[config.mk]
export PLATFORM = sky130hd
export DESIGN_NAME = asr_sequencer
export DESIGN_NICKNAME = d
export VERILOG_FILES = /design/src/asr_pkg.sv /design/src/asr_sequencer.sv /design/src/asr_clk_div.sv
export SDC_FILE = /design/constraint.sdc
export NUM_CORES = 1
export LEC_CHECK = 0
export BUFFER_PORTS_ARGS = -buffer_cell sky130_fd_sc_hd__buf_2
export CAP_MARGIN = 20
export CORE_MARGIN = 4
export CORE_UTILIZATION = 58
export CTS_CLUSTER_SIZE = 40
export DETAILED_ROUTE_END_ITERATION = 16
export PLACE_DENSITY = 0.95
export SETUP_SLACK_MARGIN = 0.05
export SLEW_MARGIN = 5
export SYNTH_ARGS = -nofsm -noshare
export SYNTH_HDL_FRONTEND = slang
export SYNTH_HIERARCHICAL = 1
export SYNTH_SLANG_ARGS = --single-unit
[constraint.sdc]
create_clock -name sys_clk -period 6.8 [get_ports sys_clk]
set_clock_uncertainty 0.15 [all_clocks]
set_input_delay 0.34 -clock sys_clk [delete_from_list [all_inputs] [get_ports sys_clk]]
set_output_delay 0.34 -clock sys_clk [all_outputs]
set_load 0.1 [all_outputs]
[src/asr_pkg.sv]
// constants, types and field layout of the converter sequencer
package asr_pkg;
	// ----------------------------------------------------------------
	// bus and register map
	// ----------------------------------------------------------------
	localparam int ADDR_W = 8;
	localparam logic [7:0] OFF_CTRL = 8'h00;
	localparam logic [7:0] OFF_SC = 8'h04;
	localparam logic [7:0] OFF_RES_HI = 8'h08;
	localparam logic [7:0] OFF_RES_LO = 8'h0C;
	// ----------------------------------------------------------------
	// status/control field positions and reset values
	// ----------------------------------------------------------------
	localparam int SC_DONE_BIT = 7;
	localparam int SC_IRQ_EN_BIT = 6;
	localparam int SC_CONT_BIT = 5;
	localparam int SC_CHAN_MSB = 4;
	localparam logic RST_IRQ_EN = 1'b0;
	localparam logic RST_CONT = 1'b0;
	localparam logic [4:0] RST_CHAN = 5'h00;
	// ----------------------------------------------------------------
	// control register field positions and reset values
	// ----------------------------------------------------------------
	localparam int CTRL_JUSTIFY_BIT = 6;
	localparam int CTRL_RESOLUTION_SELECT_BIT = 5;
	localparam int CTRL_SIGNED_BIT = 4;
	localparam int CTRL_DIV_MSB = 3;
	localparam logic RST_JUSTIFY = 1'b0;
	localparam logic RST_RESOLUTION_SELECT = 1'b0;
	localparam logic RST_SIGNED = 1'b0;
	localparam logic [3:0] RST_DIV = 4'h0;
	// ----------------------------------------------------------------
	// channel coding and conversion timing
	// ----------------------------------------------------------------
	localparam int NUM_AIN = 8;
	localparam logic [4:0] CHAN_LAST_AIN = 5'h07;
	localparam logic [4:0] CHAN_HIGH_REF = 5'h1E;
	localparam int RESULT_BITS = 10;
	localparam logic [9:0] SAR_FIRST_TRIAL = 10'h200;
	localparam logic [3:0] SAR_FIRST_IDX = 4'h9;
	localparam logic [3:0] SAMPLE_LAST = 4'hD;
	localparam int SYS_CLK_PERIOD_NS = 10;

	typedef enum logic [1:0] {
		ST_IDLE = 2'b00,
		ST_SAMPLE = 2'b01,
		ST_CONVERT = 2'b11,
		ST_TRANSFER = 2'b10
	} asr_state_t;
endpackage : asr_pkg

[src/asr_sequencer.sv]
// converter sequencer: apb registers, sample/approximation control, result formatting
//
// Local design decisions: the APB register port and the register addresses.
`timescale 1ns/1ns
module asr_sequencer (
	input wire logic sys_clk,
	input wire logic reset_n,
	input wire logic ce,
	input wire logic psel,
	input wire logic penable,
	input wire logic pwrite,
	input wire logic [asr_pkg::ADDR_W-1:0] paddr,
	input wire logic [31:0] pwdata,
	input wire logic [3:0] pstrb,
	output logic [31:0] prdata,
	output logic pready,
	output logic pslverr,
	input wire logic comp_in,
	output logic [asr_pkg::NUM_AIN-1:0] ain_select,
	output logic high_ref_select,
	output logic low_ref_select,
	output logic sample_enable,
	output logic [asr_pkg::RESULT_BITS-1:0] sar_trial,
	output logic done_irq
);
	import asr_pkg::*;

	// ----------------------------------------------------------------
	// declarations
	// ----------------------------------------------------------------
	asr_state_t state_q;
	asr_state_t state_d;
	logic pready_q;
	logic pslverr_q;
	logic [31:0] prdata_q;
	logic justify_select_q;
	logic resolution_select_q;
	logic signed_output_select_q;
	logic [3:0] clock_divider_field_q;
	logic done_irq_enable_q;
	logic continuous_convert_q;
	logic [4:0] channel_select_q;
	logic conversion_done_flag_q;
	logic done_irq_q;
	logic [7:0] result_high_byte_q;
	logic [7:0] result_low_byte_q;
	logic [9:0] sar_code_q;
	logic [9:0] sar_next;
	logic [3:0] bit_idx_q;
	logic [3:0] sample_cnt_q;
	logic comp_meta_q;
	logic comp_sync_q;
	logic comp_eff;
	logic [NUM_AIN-1:0] ain_select_q;
	logic high_ref_q;
	logic low_ref_q;
	logic sample_enable_q;
	logic apb_done;
	logic ctrl_wr;
	logic sc_wr;
	logic res_rd;
	logic mapped;
	logic conv_tick;
	logic div_restart;
	logic [7:0] fmt_hi;
	logic [7:0] fmt_lo;
	logic [7:0] read_byte;

	// ----------------------------------------------------------------
	// apb decode
	// ----------------------------------------------------------------
	// one wait state: pready is raised in the second access cycle
	assign apb_done = psel && penable && pready_q;
	assign ctrl_wr = apb_done && pwrite && pstrb[0] && (paddr == OFF_CTRL);
	assign sc_wr = apb_done && pwrite && pstrb[0] && (paddr == OFF_SC);
	assign res_rd = apb_done && !pwrite && ((paddr == OFF_RES_HI) || (paddr == OFF_RES_LO));
	assign mapped = (paddr == OFF_CTRL) || (paddr == OFF_SC) ||
		(paddr == OFF_RES_HI) || (paddr == OFF_RES_LO);

	// read mux, reserved and unused bits read zero
	always_comb begin
		read_byte = 8'h00;
		case (paddr)
			OFF_CTRL: read_byte = {1'b0, justify_select_q, resolution_select_q,
				signed_output_select_q, clock_divider_field_q};
			OFF_SC: read_byte = {conversion_done_flag_q, done_irq_enable_q,
				continuous_convert_q, channel_select_q};
			OFF_RES_HI: read_byte = result_high_byte_q;
			OFF_RES_LO: read_byte = result_low_byte_q;
			default: read_byte = 8'h00;
		endcase
	end

	// bus answer registers; unmapped addresses complete with pslverr
	always_ff @(posedge sys_clk or negedge reset_n) begin
		if (!reset_n) begin
			pready_q <= 1'b0;
			pslverr_q <= 1'b0;
			prdata_q <= 32'h0000_0000;
		end else if (ce) begin
			if (psel && penable && !pready_q) begin
				pready_q <= 1'b1;
				pslverr_q <= !mapped;
				prdata_q <= {24'h00_0000, read_byte};
			end else begin
				pready_q <= 1'b0;
				pslverr_q <= 1'b0;
			end
		end
	end

	// ----------------------------------------------------------------
	// software registers
	// ----------------------------------------------------------------
	// format and prescaler settings; only the low byte lane is used
	always_ff @(posedge sys_clk or negedge reset_n) begin
		if (!reset_n) begin
			justify_select_q <= RST_JUSTIFY;
			resolution_select_q <= RST_RESOLUTION_SELECT;
			signed_output_select_q <= RST_SIGNED;
			clock_divider_field_q <= RST_DIV;
		end else if (ce && ctrl_wr) begin
			justify_select_q <= pwdata[CTRL_JUSTIFY_BIT];
			resolution_select_q <= pwdata[CTRL_RESOLUTION_SELECT_BIT];
			signed_output_select_q <= pwdata[CTRL_SIGNED_BIT];
			clock_divider_field_q <= pwdata[CTRL_DIV_MSB:0];
		end
	end

	// status/control writable fields; bit 7 is the read-only done flag
	always_ff @(posedge sys_clk or negedge reset_n) begin
		if (!reset_n) begin
			done_irq_enable_q <= RST_IRQ_EN;
			continuous_convert_q <= RST_CONT;
			channel_select_q <= RST_CHAN;
		end else if (ce && sc_wr) begin
			done_irq_enable_q <= pwdata[SC_IRQ_EN_BIT];
			continuous_convert_q <= pwdata[SC_CONT_BIT];
			channel_select_q <= pwdata[SC_CHAN_MSB:0];
		end
	end

	// done flag: a finishing conversion wins over a clear in the same cycle
	always_ff @(posedge sys_clk or negedge reset_n) begin
		if (!reset_n) begin
			conversion_done_flag_q <= 1'b0;
		end else if (ce) begin
			if (state_q == ST_TRANSFER) begin
				conversion_done_flag_q <= 1'b1;
			end else if (sc_wr || res_rd) begin
				conversion_done_flag_q <= 1'b0;
			end
		end
	end

	// interrupt pending one clock after flag and enable are both set; a status/control write drops it at once
	always_ff @(posedge sys_clk or negedge reset_n) begin
		if (!reset_n) begin
			done_irq_q <= 1'b0;
		end else if (ce) begin
			done_irq_q <= conversion_done_flag_q && done_irq_enable_q && !sc_wr;
		end
	end

	// ----------------------------------------------------------------
	// conversion clock and comparator input
	// ----------------------------------------------------------------
	// restart on every start, abort and turnaround keeps sample windows whole
	assign div_restart = sc_wr || ctrl_wr || (state_q == ST_TRANSFER);

	asr_clk_div u_clk_div (
		.sys_clk(sys_clk),
		.reset_n(reset_n),
		.ce(ce),
		.restart(div_restart),
		.div_field(clock_divider_field_q),
		.tick(conv_tick)
	);

	// comparator comes from the analog side, so it is synchronised first
	always_ff @(posedge sys_clk or negedge reset_n) begin
		if (!reset_n) begin
			comp_meta_q <= 1'b0;
			comp_sync_q <= 1'b0;
		end else if (ce) begin
			comp_meta_q <= comp_in;
			comp_sync_q <= comp_meta_q;
		end
	end

	// references are resolved internally without the sampled input
	assign comp_eff = high_ref_q ? 1'b1 : (low_ref_q ? 1'b0 : comp_sync_q);

	// ----------------------------------------------------------------
	// channel selection
	// ----------------------------------------------------------------
	genvar gi;
	generate
		for (gi = 0; gi < NUM_AIN; gi++) begin : g_ain
			always_ff @(posedge sys_clk or negedge reset_n) begin
				if (!reset_n) begin
					ain_select_q[gi] <= 1'b0;
				end else if (ce) begin
					ain_select_q[gi] <= (channel_select_q == 5'(gi));
				end
			end
		end
	endgenerate

	// reserved codes fall back to the low reference
	always_ff @(posedge sys_clk or negedge reset_n) begin
		if (!reset_n) begin
			high_ref_q <= 1'b0;
			low_ref_q <= 1'b0;
		end else if (ce) begin
			high_ref_q <= (channel_select_q == CHAN_HIGH_REF);
			low_ref_q <= (channel_select_q > CHAN_LAST_AIN) &&
				(channel_select_q != CHAN_HIGH_REF);
		end
	end

	// ----------------------------------------------------------------
	// sequencer state machine
	// ----------------------------------------------------------------
	always_comb begin
		state_d = state_q;
		if (ctrl_wr) begin
			state_d = ST_IDLE;
		end else if (sc_wr) begin
			state_d = ST_SAMPLE;
		end else begin
			case (state_q)
				ST_IDLE: state_d = ST_IDLE;
				ST_SAMPLE: begin
					if (conv_tick && sample_cnt_q == SAMPLE_LAST) begin
						state_d = ST_CONVERT;
					end
				end
				ST_CONVERT: begin
					if (conv_tick && bit_idx_q == 4'h0) begin
						state_d = ST_TRANSFER;
					end
				end
				ST_TRANSFER: state_d = continuous_convert_q ? ST_SAMPLE : ST_IDLE;
				default: state_d = ST_IDLE;
			endcase
		end
	end

	always_ff @(posedge sys_clk or negedge reset_n) begin
		if (!reset_n) begin
			state_q <= ST_IDLE;
		end else if (ce) begin
			state_q <= state_d;
		end
	end

	// sample window counter, cleared whenever a window opens
	always_ff @(posedge sys_clk or negedge reset_n) begin
		if (!reset_n) begin
			sample_cnt_q <= 4'h0;
		end else if (ce) begin
			if (state_d == ST_SAMPLE && (state_q != ST_SAMPLE || sc_wr)) begin
				sample_cnt_q <= 4'h0;
			end else if (state_q == ST_SAMPLE && conv_tick) begin
				sample_cnt_q <= sample_cnt_q + 4'h1;
			end
		end
	end

	always_ff @(posedge sys_clk or negedge reset_n) begin
		if (!reset_n) begin
			sample_enable_q <= 1'b0;
		end else if (ce) begin
			sample_enable_q <= (state_d == ST_SAMPLE);
		end
	end

	// successive approximation: keep or drop the trial bit, then try the next
	always_comb begin
		sar_next = sar_code_q;
		sar_next[bit_idx_q] = comp_eff;
		if (bit_idx_q != 4'h0) begin
			sar_next[bit_idx_q - 4'h1] = 1'b1;
		end
	end

	always_ff @(posedge sys_clk or negedge reset_n) begin
		if (!reset_n) begin
			sar_code_q <= 10'h000;
			bit_idx_q <= 4'h0;
		end else if (ce) begin
			if (state_d == ST_CONVERT && state_q != ST_CONVERT) begin
				sar_code_q <= SAR_FIRST_TRIAL;
				bit_idx_q <= SAR_FIRST_IDX;
			end else if (state_q == ST_CONVERT && conv_tick && state_d == ST_CONVERT) begin
				sar_code_q <= sar_next;
				bit_idx_q <= bit_idx_q - 4'h1;
			end else if (state_q == ST_CONVERT && conv_tick) begin
				sar_code_q <= sar_next;
			end
		end
	end

	// ----------------------------------------------------------------
	// result formatting
	// ----------------------------------------------------------------
	always_comb begin
		fmt_hi = 8'h00;
		fmt_lo = 8'h00;
		if (resolution_select_q) begin
			// justify does not move the result; sign only honoured when left justified
			fmt_hi = {sar_code_q[9] ^ (signed_output_select_q && !justify_select_q),
				sar_code_q[8:2]};
			fmt_lo = 8'h00;
		end else if (!justify_select_q) begin
			fmt_hi = {sar_code_q[9] ^ signed_output_select_q, sar_code_q[8:2]};
			fmt_lo = {sar_code_q[1:0], 6'h00};
		end else begin
			fmt_hi = {6'h00, sar_code_q[9:8]};
			fmt_lo = sar_code_q[7:0];
		end
	end

	// results move only at the end of a conversion, so reads see whole codes
	always_ff @(posedge sys_clk or negedge reset_n) begin
		if (!reset_n) begin
			result_high_byte_q <= 8'h00;
			result_low_byte_q <= 8'h00;
		end else if (ce && state_q == ST_TRANSFER) begin
			result_high_byte_q <= fmt_hi;
			result_low_byte_q <= fmt_lo;
		end
	end

	// ----------------------------------------------------------------
	// outputs
	// ----------------------------------------------------------------
	assign prdata = prdata_q;
	assign pready = pready_q;
	assign pslverr = pslverr_q;
	assign ain_select = ain_select_q;
	assign high_ref_select = high_ref_q;
	assign low_ref_select = low_ref_q;
	assign sample_enable = sample_enable_q;
	assign sar_trial = sar_code_q;
	assign done_irq = done_irq_q;
endmodule : asr_sequencer

[src/asr_clk_div.sv]
// conversion clock prescaler producing one tick per conversion clock period
`timescale 1ns/1ns
module asr_clk_div (
	input wire logic sys_clk,
	input wire logic reset_n,
	input wire logic ce,
	input wire logic restart,
	input wire logic [asr_pkg::CTRL_DIV_MSB:0] div_field,
	output logic tick
);
	import asr_pkg::*;

	logic [4:0] count_q;
	logic [4:0] limit;
	logic [5:0] gap_q;

	// period is 2*(field+1) bus clocks, so the last count is 2*field+1
	assign limit = {div_field, 1'b1};
	assign tick = (count_q == limit) && !restart;

	// ----------------------------------------------------------------
	// divider counter
	// ----------------------------------------------------------------
	// restart realigns the period so a new conversion always sees full periods
	always_ff @(posedge sys_clk or negedge reset_n) begin
		if (!reset_n) begin
			count_q <= 5'h00;
		end else if (ce) begin
			if (restart || count_q >= limit) begin
				count_q <= 5'h00;
			end else begin
				count_q <= count_q + 5'h01;
			end
		end
	end

	// checking aid: bus clocks since the last tick or restart
	always_ff @(posedge sys_clk or negedge reset_n) begin
		if (!reset_n) begin
			gap_q <= 6'h00;
		end else if (ce) begin
			if (restart || tick) begin
				gap_q <= 6'h00;
			end else if (gap_q != 6'h3F) begin
				gap_q <= gap_q + 6'h01;
			end
		end
	end
endmodule : asr_clk_div

# ---- Word level (Yosys, flattened, before mapping)
# Index checks and enable logic that the tools add are counted.
dict set report totals {
  output_inout_bits 56
  latchBits 0
  word_cells 151
  memories 0
  ram_bits 0
  romBits 0
  inputBits 51
  register_bits 80
}
dict set report classes {
  n_eq_ne 21
  mux 31
  add_sub_neg 3
  div_mod_pow 0
  n_shift 0
  n_reduce_logical 55
  n_bitwise 3
  n_lt_le_gt_ge 6
  multipliers 0
}
# cell n
set ops {}
lappend ops {{$mux W10} 4}
lappend ops {{$mux W8} 4}
lappend ops {{$pmux W8 S4} 1}
lappend ops {{$logic_and A1 B1 Y1} 26}
lappend ops {{$eq A5 B3 Y1 const B} 4}
lappend ops {{$eq A8 B4 Y1 const B} 2}
lappend ops {{$mux W4} 4}
lappend ops {{$bwmux W10} 1}
lappend ops {{$eq A5 B2 Y1 const B} 2}
lappend ops {{$lt A4 B5 Y1 const B} 2}
lappend ops {{$or A10 B10 Y10} 1}
lappend ops {{$reduce_and A2 Y1} 5}
lappend ops {{$logic_or A1 B1 Y1} 9}
lappend ops {{$mux W1} 9}
lappend ops {{$demux W1 S4} 2}
lappend ops {{$eq A8 B3 Y1 const B} 1}
lappend ops {{$ge A4 B1 Y1 const B} 2}
lappend ops {{$logic_not A8 Y1} 1}
lappend ops {{$mux W2} 4}
lappend ops {{$pmux W2 S4} 1}
lappend ops {{$eq A2 B2 Y1 const B} 3}
lappend ops {{$logic_not A1 Y1} 6}
lappend ops {{$reduce_bool A2 Y1} 3}
lappend ops {{$add A5 B1 Y5 const B} 1}
lappend ops {{19 further kinds} 21}

# ---- Logic depth before layout (Yosys ltp)
# Gate-level depths: netlist of run 1.
dict set report logic_depth {
  ltp_word 18
  depth_mapped 10
  depth_no_buf 10
}

# ---- Hierarchy
# Netlist of run 1, hierarchy kept.
# module cells_per_inst seq_area_each_um2 area_per_inst_um2 n_inst
set modules_own_cells {}
lappend modules_own_cells {asr_sequencer 416 1876.8 4005.1 1}
lappend modules_own_cells {asr_clk_div 38 125.1 350.3 1}

# ---- Worst setup path after synthesis of run 1
# OpenSTA, ideal clock, no wires.
dict set report synth_path {
  kind {register to register}
  startpoint {reg pready_q, in the netlist pready}
  endpoint {reg bit_idx_q[2]}
  setup_time_ns 0.124
  arrival_time_ns 2.768
  setup_slack_ns 3.758
  required_time_ns 6.526
  path_buffers 0
  path_stages_with_launch 9
  synth_period_minus_slack_ns 3.042
  cell_sequence {dfrtp_1 -> and4b_4 -> nand4_4 -> o21ai_0 -> nor2_1 -> a41oi_1 -> and2_1 -> or3b_1 -> a211o_1}
}
dict set report synth_via {
  elab_chain_cells 17
  word_cells_on_any_way 23
  classes_between {1 x eq/ne; 6 x mux; 16 x reduce/logical}
}
# element line_no
set synth_rtl {}
lappend synth_rtl {{start: declaration} asr_sequencer.sv:33} ;# logic pready_q;
lappend synth_rtl {{start signal: assignment} asr_sequencer.sv:97} ;# pready_q <= 1'b0;
lappend synth_rtl {{start signal: assignment} asr_sequencer.sv:102} ;# pready_q <= 1'b1;
lappend synth_rtl {{start signal: assignment} asr_sequencer.sv:106} ;# pready_q <= 1'b0;
lappend synth_rtl {{$logic_and A1 B1 Y1 *} asr_sequencer.sv:73} ;# assign apb_done = psel && penable && pready_q;
lappend synth_rtl {{$logic_and A1 B1 Y1 * (2 in a row)} {asr_sequencer.sv:74, asr_sequencer.sv:75}}
lappend synth_rtl {{$logic_and A1 B1 Y1, on equally long branches} {asr_sequencer.sv:75, asr_sequencer.sv:74}}
lappend synth_rtl {{$logic_or A1 B1 Y1 * (2 in a row)} asr_sequencer.sv:169} ;# assign div_restart = sc_wr || ctrl_wr || (state_q == ST_TRANSFER);
lappend synth_rtl {{net div_restart} asr_sequencer.sv:64} ;# logic div_restart;
lappend synth_rtl {{$logic_not A1 Y1 *} asr_clk_div.sv:19} ;# assign tick = (count_q == limit) && !restart;
lappend synth_rtl {{$logic_and A1 B1 Y1 *} asr_clk_div.sv:19}
lappend synth_rtl {{net conv_tick} asr_sequencer.sv:63} ;# logic conv_tick;
lappend synth_rtl {{$logic_and A1 B1 Y1, on equally long branches} {asr_sequencer.sv:240, asr_sequencer.sv:235}}
lappend synth_rtl {{$mux W2, on equally long branches} {asr_sequencer.sv:240, asr_sequencer.sv:235}}
lappend synth_rtl {{$pmux W2 S4} asr_sequencer.sv:232} ;# case (state_q)
lappend synth_rtl {{$mux W2} asr_sequencer.sv:229} ;# end else if (sc_wr) begin
lappend synth_rtl {{$mux W2} asr_sequencer.sv:227} ;# if (ctrl_wr) begin
lappend synth_rtl {{$eq A2 B2 Y1} {asr_sequencer.sv:293, asr_sequencer.sv:296}}
lappend synth_rtl {{$logic_and A1 B1 Y1, on equally long branches} {asr_sequencer.sv:293, asr_sequencer.sv:296}}
lappend synth_rtl {{$reduce_bool A2 Y1 (no line)} --}
lappend synth_rtl {{$reduce_and A2 Y1 (no line)} --}
lappend synth_rtl {{end signal: assignment} asr_sequencer.sv:298} ;# bit_idx_q <= bit_idx_q - 4'h1;
lappend synth_rtl {{end: declaration} asr_sequencer.sv:49} ;# logic [3:0] bit_idx_q;
# The timed path passes the listed nets; every way through them passes the cells marked *.
# A chain may end at the register's enable or synchronous reset.

# ---- Worst setup path after layout of run 1
dict set report layout_path {
  startpoint {reg clock_divider_field_q[1]}
  endpoint {reg sar_code_q[5], in the netlist sar_trial[5]}
}
dict set report layout_via {
  elab_chain_cells 11
  word_cells_on_any_way 17
  classes_between {2 x eq/ne; 7 x mux; 8 x reduce/logical}
}
# element line_no
set layout_rtl {}
lappend layout_rtl {{start: declaration} asr_sequencer.sv:39} ;# logic [3:0] clock_divider_field_q;
lappend layout_rtl {{start signal: assignment} asr_sequencer.sv:126} ;# clock_divider_field_q <= pwdata[CTRL_DIV_MSB:0];
lappend layout_rtl {{$eq A5 B5 Y1 *} asr_clk_div.sv:19}
lappend layout_rtl {{$logic_and A1 B1 Y1 *} asr_clk_div.sv:19}
lappend layout_rtl {{net conv_tick} asr_sequencer.sv:63}
lappend layout_rtl {{$logic_and A1 B1 Y1, on equally long branches} {asr_sequencer.sv:240, asr_sequencer.sv:235}}
lappend layout_rtl {{$mux W2, on equally long branches} {asr_sequencer.sv:240, asr_sequencer.sv:235}}
lappend layout_rtl {{$pmux W2 S4} asr_sequencer.sv:232}
lappend layout_rtl {{$mux W2} asr_sequencer.sv:229}
lappend layout_rtl {{$mux W2} asr_sequencer.sv:227}
lappend layout_rtl {{$eq A2 B2 Y1} {asr_sequencer.sv:293, asr_sequencer.sv:296}}
lappend layout_rtl {{$logic_and A1 B1 Y1, on equally long branches} {asr_sequencer.sv:293, asr_sequencer.sv:296}}
lappend layout_rtl {{$reduce_bool A3 Y1 (no line) or $mux W10 (tied branches)} --}
lappend layout_rtl {{$reduce_and A2 Y1 (no line) or $mux W10 (tied branches)} --}
lappend layout_rtl {{end signal: assignment} asr_sequencer.sv:297} ;# sar_code_q <= sar_next;
lappend layout_rtl {{end signal: assignment} asr_sequencer.sv:300} ;# sar_code_q <= sar_next;
lappend layout_rtl {{end: declaration} asr_sequencer.sv:47} ;# logic [9:0] sar_code_q;
# Marks and branches as above.

==> results.toml, run 1 <==
[synthesis]
avgSynthCellArea_um2 = 9.59
syn_area_um2 = 4360
yosysMostFrequentCell = "dfrtp_1"
synth_seq_cells = 80
yosys_warnings = 6
synth.distinct_cells = 54
synth_top_cells_by_area = "dfrtp_1 46%, mux2_2 5.9%, nand2_1 5.6%"
synth_area_leader_cell = "dfrtp_1"
async_flop_share = 1.00
synth_edf_count = 0
synth_flop_cell = "dfrtp_1"
synth_common_cells = "80 x dfrtp_1, 65 x nand2_1, 36 x o21ai_0"
synth_top_area_share = 0.460
ys_seq_area_frac = 0.460
syn_inst = 454

[place]
pre_cts_ws_ns = 3.75
place.gp.congestion = 0.887
dp_cells = 587
io_buffers = 54
dp_hpwl_um = 7250

[grt]
grt_pass1_vias = 3404
grt_pass1_wl_um = 16300
antenna_found_initial = 0
gr-total-overflow = 0
grt_max_degree = 81
grt_usage = 0.236

[sta]
setup_viol = 0
worstMarginPinSlew_ns = 1.06
period_minus_slack_ns = 2.93
rsz0062_at_grt = "no"
slew_viol_final = 0
fin_ws_ns = 3.87
finalHoldViolCount = 30
finalCritPeriodShare = 0.431
tns_ns = 0
fin_hold_ws_ns = -0.0169
relSlewSlack = 0.294
fmax_mhz = 341

[setup_path]
r2r-start = "clock_divider_field_q[1]"
slowest_delay_ns = 0.42
slowest_stage = "nand4_1"
worst-r2r-cell-count = 10
path_delay_family = "simple AND/OR/NAND/NOR gates"
r2r_slack_ns = 3.87
worstPathRequired_ns = 6.90
path_cells = "inv_1 > ha_1 > and3_1 > nand3_1 > nor2_1 > nand4_1 > nor2_1 > nand2_1 > and3_1 > a221o_1"
worst-setup-path-type = "flop to flop"
crit_buf_inv = 1
r2r_end = "sar_trial[5]"
arrival_ns = 3.03
critPathMaxFanout = 9
cp-start-kind = "flop"
endpoint_kind = "flop"

[power_and_ir_drop]
p_leak_nw = 2.27
ir_drop_mv = 0.174
p_per_area_nw_per_um2 = 301
total_power_w = 0.00144

[clocking]
postCtsHoldBufs = 0
insertion_delay_ns = 0.37
cts_setup_buffers = 0
cts_resized = 0
cts_buffers = 9
clock-sinks = 80
cts_tree = "done"
clk_pin_slew_ns = 0.09
clockBufferDepth = 2
htree_levels = 3
root_buffer = "clkbuf_8"

[final_layout]
diodes = 0
n_fill_cell = 537
fin_cells = 603
regArea_um2 = 2000
num-nets-final = 565
multi_input_comb_area_um2 = 2080
area_growth_pct = 9.85
layout-drive-gt1-share = 0.204

[drt]
vias = 3573
avgRoutedWirePerCell_um = 16.7
drtIter0Drc = 259
drtPass1Iterations = 5
final_antenna_net_count = 0
via_per_inst = 5.93
wirelength_um = 10100
drcViolationCount = 0

[floorplanning]
core_um2 = 7290
io_pins = 107
start_util = 0.597
dieArea_um2 = 8960
die_y_um = 94.7
row_count = 31
die_w_um = 94.7

[worst_hold_path]
hold_class = "primary input to async pin"

[status]
status = "finished, violations left"
violations = "negative hold slack"

[job]
maxCapViolations = 0
-- registers in the layout, summed over array words and instances (netlist names), 5 cells and up --
name	count
result_low_byte_q	8
u_clk_div/count_q	5
sar_trial	10
ain_select	8
channel_select_q	5
prdata	8
result_high_byte_q	8
-- cells by family (layout without fill, tap and decap cells) --
logic type | after synthesis | after routing | synth area share
AOI/OAI and AO/OA | 97 | 97 | 0.149
xor gates and xnor gates | 6 | 6 | 0.0121
adders and majority gates | 15 | 15 | 0.0431
buffers and inverters | 71 | 98 | 0.0830
DFF | 80 | 80 | 0.460
muxes | 29 | 29 | 0.0733
other | 1 | 24 | 0.000861
and+or+nand+nor | 155 | 155 | 0.179
-- stage by stage --
stage	utilization	cell area, µm²	hold WS, ns
after floorplan	-	4440	-0.106
after global routing	0.656	4780	0.0644
after global placement	0.628	4580	0.304
after detailed placement	0.628	4580	0.310
final	0.656	4780	-0.0169
after CTS	0.656	4780	0.0111
-- placed cells by master (no fill, tap or decap), types with 3 or more instances in the layout --
cell	n
mux2i_1	6
ha_1	15
and3_1	7
xor2_1	4
a31oi_1	5
buf_2	53
clkbuf_8	9
o21ai_0	36
a221o_1	3
conb_1	24
nor2_1	24
o31ai_1	6
nand3_1	16
nand4_1	6
a222oi_1	7
nand2_1	65
clkinvlp_4	3
o22ai_1	11
nand2b_1	8
dfrtp_1	80
nor2b_1	3
mux2_2	23
a21oi_1	6
nor3_1	7
o211ai_1	4
inv_1	28
-- where the power goes --
part / internal (W) / switching [W]
registers: 0.000520 / 0.0000744
logic: 0.000145 / 0.000340
clock network: 0.000173 / 0.000189
total: 0.000838 / 0.000604
-- worst max-delay path by stage --
stage / from / to / slack [ns] / cells past startpoint
5_1_grt: clock_divider_field_q[1] / sar_trial[5] / 3.69 / 10
4_1_cts: clock_divider_field_q[1] / sar_trial[5] / 3.93 / 10
3_3_place_gp: paddr[3] / sar_trial[4] / 3.89 / 10
3_5_place_dp: paddr[3] / sar_trial[5] / 3.75 / 10
2_1_floorplan: pready / bit_idx_q[2] / 3.76 / 8
6_report: clock_divider_field_q[1] / sar_trial[5] / 3.87 / 10
-- layout make-up --
type                            count  share of cell area
Clock buffer                        9              0.0259
Clock inverter                      7              0.0165
Inverter                           28              0.0220
Multi-Input combinational cell    326               0.434
Sequential cell                    80               0.418
Tap cell                           99              0.0259
Timing Repair Buffer               54              0.0570
-- routing by layer --
metal / vias to the layer above / track usage / share of wire / wire (µm)
li1: 1667 / - / - / -
met1: 1706 / 0.275 / 0.39 / 3980
met2: 173 / 0.412 / 0.51 / 5100
met3: 27 / 0.0462 / 0.068 / 689
met4: 0 / 0.119 / 0.031 / 315
met5: - / 0 / 0 / 0
No activity file was read; power rests on OpenSTA's default activity.
==> run 2, diff against run 1 <==
Settings changed: ABC_AREA from default to 1, CORE_UTILIZATION 58 to 54, PLACE_DENSITY 0.95 to 0.89.
Clock period 6.8 ns to 2.7 ns, I/O delays scaled along.
==> results.toml, run 2 <==
[floorplanning]
start_util = 0.558
die_y_um = 101
io_pins = 107
core_um2 = 8300
dieArea_um2 = 10100
row_count = 33
die_w_um = 101

[grt]
grt_usage = 0.227
gr-total-overflow = 0
grt_max_degree = 81
grt_pass1_vias = 3903
antenna_found_initial = 0
grt_pass1_wl_um = 18400

[status]
status = "finished, final reports clean"

[place]
io_buffers = 54
place.gp.congestion = 0.962
dp_hpwl_um = 7940
pre_cts_ws_ns = 0.302
dp_cells = 729

[power_and_ir_drop]
power_frac_clock = 0.259
p_comb_frac = 0.298
total_power_w = 0.00310
swShare = 0.401
p_per_area_nw_per_um2 = 603
p_leak_nw = 2.77
p_switching_w = 0.00124
p_int_w = 0.00186
seqPwrFrac = 0.443
ir_drop_mv = 0.261

[synthesis]
synth_flop_cell = "dfrtp_1"
yosysMostFrequentCell = "nand2_1"
synth_common_cells = "134 x nand2_1, 80 x dfrtp_1, 74 x inv_1"
synth_top_cells_by_area = "dfrtp_1 43%, nand2_1 11%, o21ai_0 6.2%"
ys_seq_area_frac = 0.432
synth.distinct_cells = 40
yosys_warnings = 6
synth_area_leader_cell = "dfrtp_1"
synth_seq_cells = 80
syn_area_um2 = 4630
async_flop_share = 1.00
synth_edf_count = 0
syn_inst = 582
synth_top_area_share = 0.432
avgSynthCellArea_um2 = 7.96

[drt]
vias = 4136
final_antenna_net_count = 0
drcViolationCount = 0
drtPass1Iterations = 5
via_per_inst = 5.49
avgRoutedWirePerCell_um = 14.9
wirelength_um = 11200
drtIter0Drc = 251

[final_layout]
largest_reg_flops = 10
final_util = 0.619
num-nets-final = 710
layout-drive-gt1-share = 0.166
area_growth_pct = 11.0
layout.cells.most_common_list = "134 x nand2_1, 80 x dfrtp_1, 74 x inv_1"
layout_commonest_cell = "nand2_1"
diodes = 0
fin_cells = 754

[setup_path]
worstSetupStartpoint = "u_clk_div/count_q[2]"
endpoint_kind = "flop"
critPathMaxFanout = 10
worst-setup-path-type = "flop to flop"
arrival_ns = 2.56
worstPathRequired_ns = 2.81
r2r-start = "u_clk_div/count_q[2]"
cp-start-kind = "flop"

[sta]
slew_viol_final = 0
finalCritPeriodShare = 0.905
fin_ws_ns = 0.256
fmax_mhz = 409
worstMarginPinSlew_ns = 0.993
rsz0062_at_grt = "no"
relSlewSlack = 0.338
finalHoldViolCount = 0
tns_ns = 0
period_minus_slack_ns = 2.44
setup_viol = 0

[clocking]
clock-sinks = 80
root_buffer = "clkbuf_8"
insertion_delay_ns = 0.37
clk_pin_slew_ns = 0.08
cts_buffers = 9
htree_levels = 3
cts_tree = "done"
clockBufferDepth = 2

[worst_hold_path]
min_from = "penable"
hold_class = "primary input to flop"

[job]
maxCapViolations = 0
## run 2: per-layer routing
layer / routed length, µm / vias to the layer above / GRT usage
met3: 721 / 27 / 0.0381
li1: - / 1957 / -
met2: 5770 / 188 / 0.388
met1: 4440 / 1964 / 0.282
met5: 0 / - / 0
met4: 302 / 0 / 0.0995
## run 2: path summary, 6_finish.rpt
kind | end | slack [ns] | cells past startpoint
hold / removal | conversion_done_flag_q | 0.03 | 4
hold reg to reg | comp_meta_q | 0.33 | 2
max in group asynchronous | sar_trial[3] | 1.43 | 2
setup reg to reg | sar_trial[8] | 0.26 | 12
min in group asynchronous | u_clk_div/count_q[0] | 0.31 | 2
setup / recovery | sar_trial[8] | 0.26 | 12
## run 2: cell type report
| cell class | instances | area (µm²) |
|---|---|---|
| clock inverters | 5 | 32.5 |
| fillers | 678 | 3160 |
| repair buffers | 65 | 378 |
| clock buffers | 11 | 141 |
| flip-flops and latches | 80 | 2000 |
| multi-input cells | 409 | 2160 |
| well taps | 105 | 131 |
| inverters | 79 | 297 |
## run 2: critical path: stages, from the launching register on
cell and delay [ns]:
dfrtp_1 0.44, ha_1 0.32, inv_1 0.04, nor2_1 0.09, nand2_1 0.09, nor2_1 0.22
nand2_1 0.18, o21ai_4 0.27, nand3_2 0.13, nand2_2 0.09, nand3_4 0.13, nand2_1 0.11
nand2_1 0.06
## run 2: logic make-up after synthesis
| family | count (synthesis) | synth area share |
|---|---|---|
| fa+ha+maj | 15 | 0.0405 |
| buf+inv | 116 | 0.124 |
| mux | 1 | 0.00216 |
| compound gates | 104 | 0.119 |
| other cells | 1 | 0.000810 |
| xor+xnor | 5 | 0.00946 |
| simple gates | 260 | 0.272 |
| flops | 80 | 0.432 |
## run 2: repair_timing
item,4_1_cts,5_1_grt
setup buffers,0,0
gates resized for setup,0,2
hold endpoints to repair,95,0
endpoints found under the setup margin,0,10
hold buffers,9,0
## run 2: power groups by stage
stage	Combinational (W)	Clock, W	Sequential, W
CTS	0.000906	0.000808	0.00137
floorplan	0.000643	0	0.00148
global route	0.00101	0.000850	0.00139
finish	0.000923	0.000803	0.00137
global placement	0.000860	0	0.00139
detailed placement	0.000890	0	0.00139
## run 2: stage by stage
step                      area, µm²  hold slack (ns)
final                          5140           0.0271
after global routing           5140           0.0656
after CTS                      5120           0.0154
after detailed placement       4860            0.205
after global placement         4860            0.193
after floorplan                4720           -0.311
==> run 3, diff against run 2 <==
Settings changed: CELL_PAD_IN_SITES_DETAIL_PLACEMENT from default to 0, CELL_PAD_IN_SITES_GLOBAL_PLACEMENT from default to 1, CORE_UTILIZATION 54 to 40, CTS_CLUSTER_SIZE 40 to default, PLACE_DENSITY 0.89 to 0.9.
==> results.toml, run 3 (synthesis gave the netlist of run 2 again) <==
[status]
status = "finished, final reports clean"

[drt]
vias = 3965
avgRoutedWirePerCell_um = 14.2
drtIter0Drc = 289
drcViolationCount = 0
drtPass1Iterations = 5
via_per_inst = 5.00
wirelength_um = 11200
final_antenna_net_count = 0

[power_and_ir_drop]
ir_drop_mv = 0.321
p_leak_nw = 2.87
p_per_area_nw_per_um2 = 676

[final_layout]
area_growth_pct = 15.6
diodes = 0
largest_reg_flops = 10
layout_commonest_cell = "nand2_1"
fin_cells = 793
layout.cells.most_common_list = "134 x nand2_1, 80 x dfrtp_1, 74 x inv_1"
layout-drive-gt1-share = 0.168
fin_area_um2 = 5350
num-nets-final = 712

[floorplanning]
start_util = 0.407
row_count = 39
die_y_um = 116
dieArea_um2 = 13400
die_w_um = 116
core_um2 = 11400
io_pins = 107

[grt]
antenna_found_initial = 0
use_met1 = 0.232
grt_usage = 0.176
grt_pass1_wl_um = 18700
grt_pass1_vias = 3825
busiest_layer = "met2"
use_met2 = 0.285
met3_usage = 0.0272
gr-total-overflow = 0
grt_max_degree = 81

[sta]
finalCritPeriodShare = 0.908
setup_viol = 0
tns_ns = 0
period_minus_slack_ns = 2.45
worstMarginPinSlew_ns = 0.809
rsz0062_at_grt = "no"
fin_hold_ws_ns = 0.0582
slew_viol_final = 0
relSlewSlack = 0.459
fmax_mhz = 408
finalHoldViolCount = 0
fin_ws_ns = 0.250

[clocking]
cts_tree = "done"
insertion_delay_ns = 0.34
clock-sinks = 80
cts_setup_buffers = 0
cts_buffers = 9
cts_resized = 0
root_buffer = "clkbuf_16"
htree_levels = 3
clk_pin_slew_ns = 0.06
clockBufferDepth = 2
postCtsHoldBufs = 9

[place]
dp_hpwl_um = 8100
dp_cells = 768
io_buffers = 54
place_area_um2 = 4910
pre_cts_ws_ns = 0.275
place.gp.congestion = 0.875

[setup_path]
crit_buf_inv = 1
worstPathRequired_ns = 2.82
cp-start-kind = "flop"
arrival_ns = 2.57
crit_top_cell = "nand2_1"
slowest_stage = "dfrtp_1"
critPathMaxFanout = 12
worst-setup-path-type = "flop to flop"
path_cells = "ha_1 > inv_1 > nor2_1 > nand2_1 > nor2_1 > nand2_1 > o21ai_2 > nand4_2 > nand2_1 > nand3_2 > nand2_1"
slowest_delay_ns = 0.45
path_delay_family = "simple AND/OR/NAND/NOR gates"
endpoint_kind = "flop"

[worst_hold_path]
hold_class = "primary input to flop"

[job]
maxCapViolations = 0
-- run 3: layout make-up --
type	instances	area, µm²
tap	143	179
inverter	79	297
multi-input combinational	409	2140
clock buffer	12	256
timing repair buffer	67	413
fill	1106	6020
clock inverter	3	65.1
sequential	80	2000
-- run 3: per-stage QoR --
step	power, W	utilization
4_1_cts	0.00364	0.468
3_3_place_gp	0.00228	0.432
5_1_grt	0.00380	0.471
3_5_place_dp	0.00230	0.432
2_1_floorplan	0.00213	-
6_report	0.00362	0.471
-- run 3: path summary, 6_finish.rpt --
path / to / cells past startpoint / start / slack, ns
min in group asynchronous: channel_select_q[1] / 2 / reset_n / 0.14
max in group asynchronous: result_high_byte_q[5] / 3 / reset_n / 1.66
max reg2reg: sar_trial[9] / 11 / u_clk_div/count_q[2] / 0.25
max: sar_trial[9] / 11 / u_clk_div/count_q[2] / 0.25
min: conversion_done_flag_q / 5 / pwrite / 0.06
min reg2reg: comp_meta_q / 2 / comp_meta_q / 0.31
-- run 3: power breakdown --
| part | total (W) | switching, W | internal, W |
|---|---|---|---|
| combinational | 0.000923 | 0.000684 | 0.000239 |
| clock | 0.00132 | 0.000463 | 0.000854 |
| sequential | 0.00138 | 0.000107 | 0.00127 |
-- run 3: metal layers --
metal / wire [µm] / up-vias
li1: - / 1966
met2: 5380 / 109
met1: 4930 / 1868
met4: 351 / 0
met3: 557 / 22
met5: 0 / -
-- run 3: worst reg2reg max path, cell delays in order, from the launching register on --
cell     delay, ns
dfrtp_1       0.45
ha_1          0.33
inv_1         0.04
nor2_1        0.09
nand2_1       0.07
nor2_1        0.22
nand2_1       0.15
o21ai_2       0.24
nand4_2       0.34
nand2_1       0.18
nand3_2       0.08
nand2_1       0.07
